[src/pkg/gpmp_defines.vh]
/*
 Constants for the 8-bit port with per-pin control and shared config mask.
 Assumes inclusion by bare name from design files.
*/
`ifndef GPMP_DEFINES_VH
`define GPMP_DEFINES_VH

`define GPMP_OFF_DIR       12'h000
`define GPMP_OFF_OUT       12'h004
`define GPMP_OFF_DRIVE_SET_STROBE    12'h008
`define GPMP_OFF_DRIVE_CLEAR_STROBE    12'h00C
`define GPMP_OFF_DRIVE_FLIP_STROBE    12'h010
`define GPMP_OFF_IN        12'h014
`define GPMP_OFF_MASK      12'h018
`define GPMP_OFF_PIN0      12'h040
`define GPMP_PIN_STRIDE    12'h004
`define GPMP_PIN_SEL_HI    4
`define GPMP_PIN_SEL_LO    2
`define GPMP_PIN_BASE_HI   11
`define GPMP_PIN_BASE_LO   5
`define GPMP_PIN_BASE_VAL  7'h02

`define GPMP_OPC_LSB       3
`define GPMP_OPC_MSB       5
`define GPMP_OPC_TOTEM     3'h0
`define GPMP_OPC_PULLUP    3'h3
`define GPMP_OPC_WAND      3'h5
`define GPMP_OPC_WANDPULL  3'h7

`define GPMP_RST_BYTE      8'h00
`define GPMP_RST_WORD      32'h0000_0000

`endif

[src/hw/gpmp_sync.v]
/*
 Two-flop synchroniser for the pin input levels.
 Assumes pclk domain; async active-low reset.
*/
`timescale 1ns/1ps
`include "gpmp_defines.vh"

module gpmp_sync #(
   parameter WIDTH = 8
) (
   // Clock and reset
   input  wire             pclk,
   input  wire             presetn,
   // Data
   input  wire [WIDTH-1:0] d,
   output reg  [WIDTH-1:0] q
);

   reg [WIDTH-1:0] meta_reg;

   always @(posedge pclk or negedge presetn) begin
      if (!presetn) begin
         meta_reg <= {WIDTH{1'b0}};
         q        <= {WIDTH{1'b0}};
      end else begin
         meta_reg <= d;
         q        <= meta_reg;
      end
   end

endmodule

[src/hw/gpmp_pinbank.v]
/*
 Bank of per-pin control registers with multi-pin write.
 Assumes the caller gives a one-cycle write strobe and a select mask.
*/
`timescale 1ns/1ps
`include "gpmp_defines.vh"

module gpmp_pinbank #(
   parameter PINS = 8
) (
   // Clock and reset
   input  wire            pclk,
   input  wire            presetn,
   // Write side
   input  wire            wr_en,
   input  wire [PINS-1:0] wr_sel,
   input  wire [7:0]      wr_data,
   // Read side
   input  wire [2:0]      rd_idx,
   output reg  [7:0]      rd_data,
   // Config fields per pin
   output wire [3*PINS-1:0] opc_flat
);

   reg [7:0] ctrl_reg [0:PINS-1];

   genvar g;
   generate
      for (g = 0; g < PINS; g = g + 1) begin : pin
         // Each pin owns its control byte
         always @(posedge pclk or negedge presetn) begin
            if (!presetn) begin
               ctrl_reg[g] <= `GPMP_RST_BYTE;
            end else if (wr_en && wr_sel[g]) begin
               ctrl_reg[g] <= wr_data;
            end
         end
         assign opc_flat[3*g+2:3*g] = ctrl_reg[g][`GPMP_OPC_MSB:`GPMP_OPC_LSB];
      end
   endgenerate

   always @(posedge pclk or negedge presetn) begin
      if (!presetn) begin
         rd_data <= `GPMP_RST_BYTE;
      end else begin
         rd_data <= ctrl_reg[rd_idx];
      end
   end

endmodule

[src/hw/gpmp_port.v]
/*
 8-bit general-purpose port: direction, output value with set, clear and
 flip strobes, per-pin control bytes, shared multi-pin config mask, and
 pin drivers with wired-AND and pull-up support. APB slave, zero waits
 on writes, one wait state on reads.
 Assumes pins are synchronous-safe after the two-flop stage, and that
 the pad pulls up when pull_en is high.
*/
`timescale 1ns/1ps
`include "gpmp_defines.vh"

module gpmp_port #(
   parameter PINS = 8
) (
   // Clock and reset
   input  wire             pclk,
   input  wire             presetn,
   // APB slave
   input  wire             psel,
   input  wire             penable,
   input  wire             pwrite,
   input  wire [11:0]      paddr,
   input  wire [31:0]      pwdata,
   output wire             pready,
   output reg  [31:0]      prdata,
   output wire             pslverr,
   // Shared mask, from or to the global settings block
   input  wire             mask_ext_wr,
   input  wire [PINS-1:0]  mask_ext_data,
   output wire [PINS-1:0]  multi_pin_config_mask,
   // Pins
   input  wire [PINS-1:0]  pin_in,
   output reg  [PINS-1:0]  pin_out,
   output reg  [PINS-1:0]  pin_oe_n,
   output reg  [PINS-1:0]  pull_en
);

   reg  [PINS-1:0] dir_reg;
   reg  [PINS-1:0] out_reg;
   reg  [PINS-1:0] out_next;
   reg  [PINS-1:0] mask_reg;
   reg  [PINS-1:0] mask_next;
   reg             rd_wait_reg;
   wire [PINS-1:0] in_sync;
   wire [3*PINS-1:0] opc_flat;
   wire [7:0]      ctrl_rd;
   wire            setup;
   wire            wr;
   wire            rd_acc;
   wire            pin_hit;
   wire            known;
   wire [2:0]      pin_idx;
   wire [PINS-1:0] wr_byte;
   wire [PINS-1:0] pin_sel;

   // Control-byte window decode, used by read and write paths
   function is_pin_addr;
      input [11:0] a;
      begin
         is_pin_addr = (a[`GPMP_PIN_BASE_HI:`GPMP_PIN_BASE_LO] == `GPMP_PIN_BASE_VAL)
                       && (a[`GPMP_PIN_SEL_LO-1:0] == 2'b00);
      end
   endfunction

   function is_known;
      input [11:0] a;
      begin
         is_known = is_pin_addr(a) || (a == `GPMP_OFF_DIR) || (a == `GPMP_OFF_OUT)
                    || (a == `GPMP_OFF_DRIVE_SET_STROBE) || (a == `GPMP_OFF_DRIVE_CLEAR_STROBE)
                    || (a == `GPMP_OFF_DRIVE_FLIP_STROBE) || (a == `GPMP_OFF_IN)
                    || (a == `GPMP_OFF_MASK);
      end
   endfunction

   assign setup   = psel & ~penable;
   assign wr      = psel & penable & pwrite;
   assign rd_acc  = psel & penable & ~pwrite;
   assign pin_hit = is_pin_addr(paddr);
   assign known   = is_known(paddr);
   assign pin_idx = paddr[`GPMP_PIN_SEL_HI:`GPMP_PIN_SEL_LO];
   assign wr_byte = pwdata[PINS-1:0];
   // Reads wait one cycle so control-byte data come out of a register
   assign pready  = pwrite ? 1'b1 : rd_wait_reg;
   assign pslverr = psel & penable & pready & ~known;

   // Empty mask means the single addressed pin only
   assign pin_sel = (mask_reg != {PINS{1'b0}}) ? mask_reg
                                               : ({{(PINS-1){1'b0}}, 1'b1} << pin_idx);

   gpmp_sync #(
      .WIDTH (PINS)
   ) u_sync (
      .pclk    (pclk),
      .presetn (presetn),
      .d       (pin_in),
      .q       (in_sync)
   );

   gpmp_pinbank #(
      .PINS (PINS)
   ) u_bank (
      .pclk     (pclk),
      .presetn  (presetn),
      .wr_en    (wr & pin_hit),
      .wr_sel   (pin_sel),
      .wr_data  (pwdata[7:0]),
      .rd_idx   (pin_idx),
      .rd_data  (ctrl_rd),
      .opc_flat (opc_flat)
   );

   always @* begin
      out_next = out_reg;
      if (wr) begin
         case (paddr)
            `GPMP_OFF_OUT:    out_next = wr_byte;
            `GPMP_OFF_DRIVE_SET_STROBE: out_next = out_reg | wr_byte;
            `GPMP_OFF_DRIVE_CLEAR_STROBE: out_next = out_reg & ~wr_byte;
            `GPMP_OFF_DRIVE_FLIP_STROBE: out_next = out_reg ^ wr_byte;
            default:          out_next = out_reg;
         endcase
      end
   end

   // Mask is a single register; another port in the system writes it via mask_ext_*
   always @* begin
      mask_next = mask_reg;
      if (wr && pin_hit) begin
         mask_next = {PINS{1'b0}};
      end
      if (wr && (paddr == `GPMP_OFF_MASK)) begin
         mask_next = wr_byte;
      end else if (mask_ext_wr) begin
         mask_next = mask_ext_data;
      end
   end

   always @(posedge pclk or negedge presetn) begin
      if (!presetn) begin
         dir_reg     <= {PINS{1'b0}};
         out_reg     <= {PINS{1'b0}};
         mask_reg    <= {PINS{1'b0}};
         rd_wait_reg <= 1'b0;
      end else begin
         out_reg     <= out_next;
         mask_reg    <= mask_next;
         rd_wait_reg <= rd_acc & ~rd_wait_reg;
         if (wr && (paddr == `GPMP_OFF_DIR)) begin
            dir_reg <= wr_byte;
         end
      end
   end

   assign multi_pin_config_mask = mask_reg;

   always @(posedge pclk or negedge presetn) begin
      if (!presetn) begin
         prdata <= `GPMP_RST_WORD;
      end else if (setup && !pwrite) begin
         prdata <= `GPMP_RST_WORD;
         case (paddr)
            `GPMP_OFF_DIR:  prdata[PINS-1:0] <= dir_reg;
            `GPMP_OFF_OUT:  prdata[PINS-1:0] <= out_reg;
            `GPMP_OFF_IN:   prdata[PINS-1:0] <= in_sync;
            `GPMP_OFF_MASK: prdata[PINS-1:0] <= mask_reg;
            default:        prdata <= `GPMP_RST_WORD;
         endcase
      end else if (rd_acc && !rd_wait_reg && pin_hit) begin
         prdata <= {24'h00_0000, ctrl_rd};
      end
   end

   // Pad drive per pin; registered so outputs come from flip-flops
   integer i;
   always @(posedge pclk or negedge presetn) begin
      if (!presetn) begin
         pin_out  <= {PINS{1'b0}};
         pin_oe_n <= {PINS{1'b1}};
         pull_en  <= {PINS{1'b0}};
      end else begin
         for (i = 0; i < PINS; i = i + 1) begin
            pin_out[i]  <= out_next[i];
            pull_en[i]  <= 1'b0;
            pin_oe_n[i] <= ~dir_reg[i];
            case (opc_flat[3*i+:3])
               `GPMP_OPC_WAND, `GPMP_OPC_WANDPULL: begin
                  pin_out[i]  <= 1'b0;
                  pin_oe_n[i] <= ~(dir_reg[i] & ~out_next[i]);
                  pull_en[i]  <= (opc_flat[3*i+:3] == `GPMP_OPC_WANDPULL);
               end
               `GPMP_OPC_PULLUP: begin
                  pull_en[i] <= ~dir_reg[i];
               end
               default: begin
                  pull_en[i] <= 1'b0;
               end
            endcase
         end
      end
   end

endmodule

[config.mk]
export PLATFORM = sky130hd
export DESIGN_NAME = gpmp_port
export DESIGN_NICKNAME = d
export VERILOG_FILES = /design/src/hw/gpmp_sync.v /design/src/hw/gpmp_pinbank.v /design/src/hw/gpmp_port.v
export VERILOG_INCLUDE_DIRS = /design/src /design/src/pkg
export SDC_FILE = /design/constraint.sdc
export NUM_CORES = 1
export LEC_CHECK = 0
export BUFFER_PORTS_ARGS = -buffer_cell sky130_fd_sc_hd__buf_2
export CAP_MARGIN = 15
export CORE_MARGIN = 5
export CORE_UTILIZATION = 56
export DETAILED_ROUTE_END_ITERATION = 10
export GPL_TIMING_DRIVEN = 0
export PLACE_DENSITY = 0.89
export SYNTH_ARGS = -nofsm -noshare
export SYNTH_HDL_FRONTEND = slang
export SYNTH_HIERARCHICAL = 1
export SYNTH_SLANG_ARGS = --single-unit
[constraint.sdc]
create_clock -name pclk -period 2.3 [get_ports pclk]
set_input_delay 0.115 -clock pclk [delete_from_list [all_inputs] [get_ports pclk]]
set_output_delay 0.115 -clock pclk [all_outputs]
set_load 0.005 [all_outputs]
==> summary.txt <==
port buffer count: 80
CTS buffer count: 17
Main synth FF type: dfrtp_1
most used cell, CP: buf_2
placed insts: 855
Worst setup EP type: flop
Non-Filler Instances: 898
Final HPWL DP: 13.0 mm
most common cell in the netlist: dfrtp_1
# clock sinks: 145
Routability Congestion: 0.917
DIE AREA: 15400 um^2
DR DRC count: 0
CTS tree: done
crit path kind: primary input to flop
Relative slew margins: 29.5%
gr usage total: 24.8%
logic gate share of total power: 7.3%
Sequential Power Share: 47.1%
Initial Util: 57.5%
Synth area leader: dfrtp_1
first-pass GRT wire length: 30.3 mm
endpoints failing setup: 0
outcome: finished, final reports clean
Mapped Area: 7310 um^2
peak supply drop: 472 uV
Post-synth EDFFs: 0
unrepaired setup endpoints after global routing: yes
drt pass-1 iters: 5
Die Y: 124 um
Worst EP required: 2.58 ns
number of flip-flops in the largest register: 40
Seq/Total Area, Yosys: 49.8%
leakage: 0.00446 uW
fraction of layout cells with a size suffix above 1: 38.8%
initial antenna violation count: 1
maxcap violations: 0
# fillers: 889
Slew @ Worst Pin: 1.06 ns
Unique masters post-synth: 48
switching part of the total: 22.7%
post-synthesis compound-gate area fraction: 7.07%
mux contribution to synthesized area: 22.6%
Post-Synth Simple-Gate Area: 9.31%
net count reported at finish: 795
CP peak stage delay: 0.65 ns
footprint of the multi-input gates: 3170 um^2
pin count of the biggest net entering global routing: 99
fin crit period: 2.29 ns
syn avg cell area: 12.6 um^2
yosys warns: 6
Worst-Skew Late Latency: 0.42 ns
Reg clk slew, reported paths: 0.06 ns
most instantiated cells after synthesis: dfrtp_1, mux2_2, buf_4
wire per inst: 20.8 um
storage element area: 3640 um^2
root buf cell: clkbuf_16
Post-Synthesis Cells: 579
worst-path fanout max: 10
routed vias/inst: 5.86
Final Skew: 0.00966 ns
Worst Hold Slack: 0.0378 ns
Via Count: 5263
I/O pins: 132
largest family of logic cells by synthesized area: multiplexers
Rows: 41
final worst-path cycle share: 99.8%
synth top area cells: dfrtp_1, mux2_2, mux4_1
Final Hold Fails: 0
critical path arrival: 2.57 ns
Max Fclk: 436 MHz
Power Dens Cells: 640 nW/um^2
drt total wl: 18.7 mm
max-slew violation count: 0
grt total ovfl: 0
critical path, cell by cell: dlygate4sd3_1 -> buf_2 -> nand4b_1 -> a2111oi_4 -> buf_2 -> nor2_1 -> o31ai_1
setup bufs post-CTS: 0
worst-case clock buffer depth: 2
1st-iter DRT viols: 446
startpoint types: primary input
Die Width: 124 um
share of the synthesized area in the top cell type: 46.9%
Post-DRT Antenna Nets: 0
core region area: 12700 um^2
Critical-path top delay cell: a2111oi_4
sw power: 1260 uW
XOR/XNOR Fraction of Synth Area: 0.120%
htree depth: 4
Layout area overhead: 19.3%
internal power: 4310 uW
FF+latch count, synth: 145
Clock Power Share: 45.6%
Hold Crit Class: primary input to flop
vias in the first global route: 5528
ys async rst share: 100%
Post-Synth Adder-Cell Area: 2.74%
area by class of cell:
cell class	count	share of cell area, %
multi-input cells	354	36.3
well taps	172	2.47
clock buffers	25	5.57
repair buffers	92	6.24
plain buffers	73	5.71
diodes	1	0.0287
flip-flops and latches	145	41.7
clock inverters	6	0.660
inverters	30	1.29
timing repair:
action                                 in CTS  in global routing
endpoints found under the hold margin      56                  0
setup endpoints to repair                   0                 44
resized for setup                           0                  4
hold buffers                               11                  0
layout by cell type (no fill, tap or decap), drive strengths merged, types with 9 or more instances in the layout:
master and n:
conb 24, buf 141, dfrtp 137, inv 30, mux4 16, dlygate4sd3 11
nor2 23, ha 16, mux2i 21, nor4 10, mux2 91, o31ai 9
clkbuf 38, nand3 10, a21oi 17, nor3b 17, nand2 26
kinds of logic (layout without fill, tap and decap cells):
family / count (synthesis) / after routing
AOI/OAI and AO/OA: 68 / 68
DFF: 145 / 145
buffers and inverters: 103 / 226
muxes: 128 / 128
and+or+nand+nor: 117 / 117
xor gates and xnor gates: 1 / 1
adders and majority gates: 16 / 16
other: 1 / 25
final timing paths:
| check | cells after the start | slack (ns) | endpoint | startpoint |
|---|---|---|---|---|
| max | 7 | 0.005 | pin_oe_n[0]$_DFF_PN1_ | pwrite |
| min | 3 | 0.04 | multi_pin_config_mask[0]$_DFFE_PN0P_ | mask_ext_data[0] |
| max reg2reg | 5 | 0.17 | u_bank/opc_flat[1]$_DFFE_PN0P_ | multi_pin_config_mask[1]$_DFFE_PN0P_ |
| min reg2reg | 0 | 0.35 | u_sync/q[4]$_DFF_PN0_ | u_sync/meta_reg[4]$_DFF_PN0_ |
| max in group asynchronous | 3 | 1.27 | pin_oe_n[6]$_DFF_PN1_ | presetn |
| min in group asynchronous | 2 | 0.19 | u_bank/ctrl_reg[49]$_DFFE_PN0P_ | presetn |
per-stage QoR:
stage	setup TNS [ns]	area, um^2	utilization, %	setup slack [ns]	total power (uW)
floorplan	0	7400	-	0.266	2860
global placement	-114.78	8010	63.0	-0.729	3030
detailed placement	-17.66	8050	63.3	-0.270	3050
CTS	0	8710	68.4	0.0641	5600
global route	-0.185	8720	68.6	-0.0263	5760
finish	0	8720	68.6	0.00505	5580
power groups by stage:
stage / logic [uW] / registers (uW) / clock network [uW]
2_1_floorplan: 202 / 2650 / 0
3_3_place_gp: 362 / 2670 / 0
3_5_place_dp: 383 / 2670 / 0
4_1_cts: 400 / 2620 / 2580
5_1_grt: 447 / 2630 / 2690
6_report: 406 / 2630 / 2540
layer usage:
layer | global-route usage, % | routed length, um | vias up
met3 | 6.65 | 1540 | 55
met2 | 42.2 | 9330 | 284
met1 | 30.2 | 7180 | 2608
met5 | 0 | 0 | -
met4 | 9.54 | 636 | 0
li1 | - | - | 2316
critical path: cells and delay by family:
family | cells | cell delay, ns
compound gates | 2 | 1.09
simple gates | 2 | 0.30
buf+inv | 3 | 1.07
No activity file was read; power rests on OpenSTA's default activity.
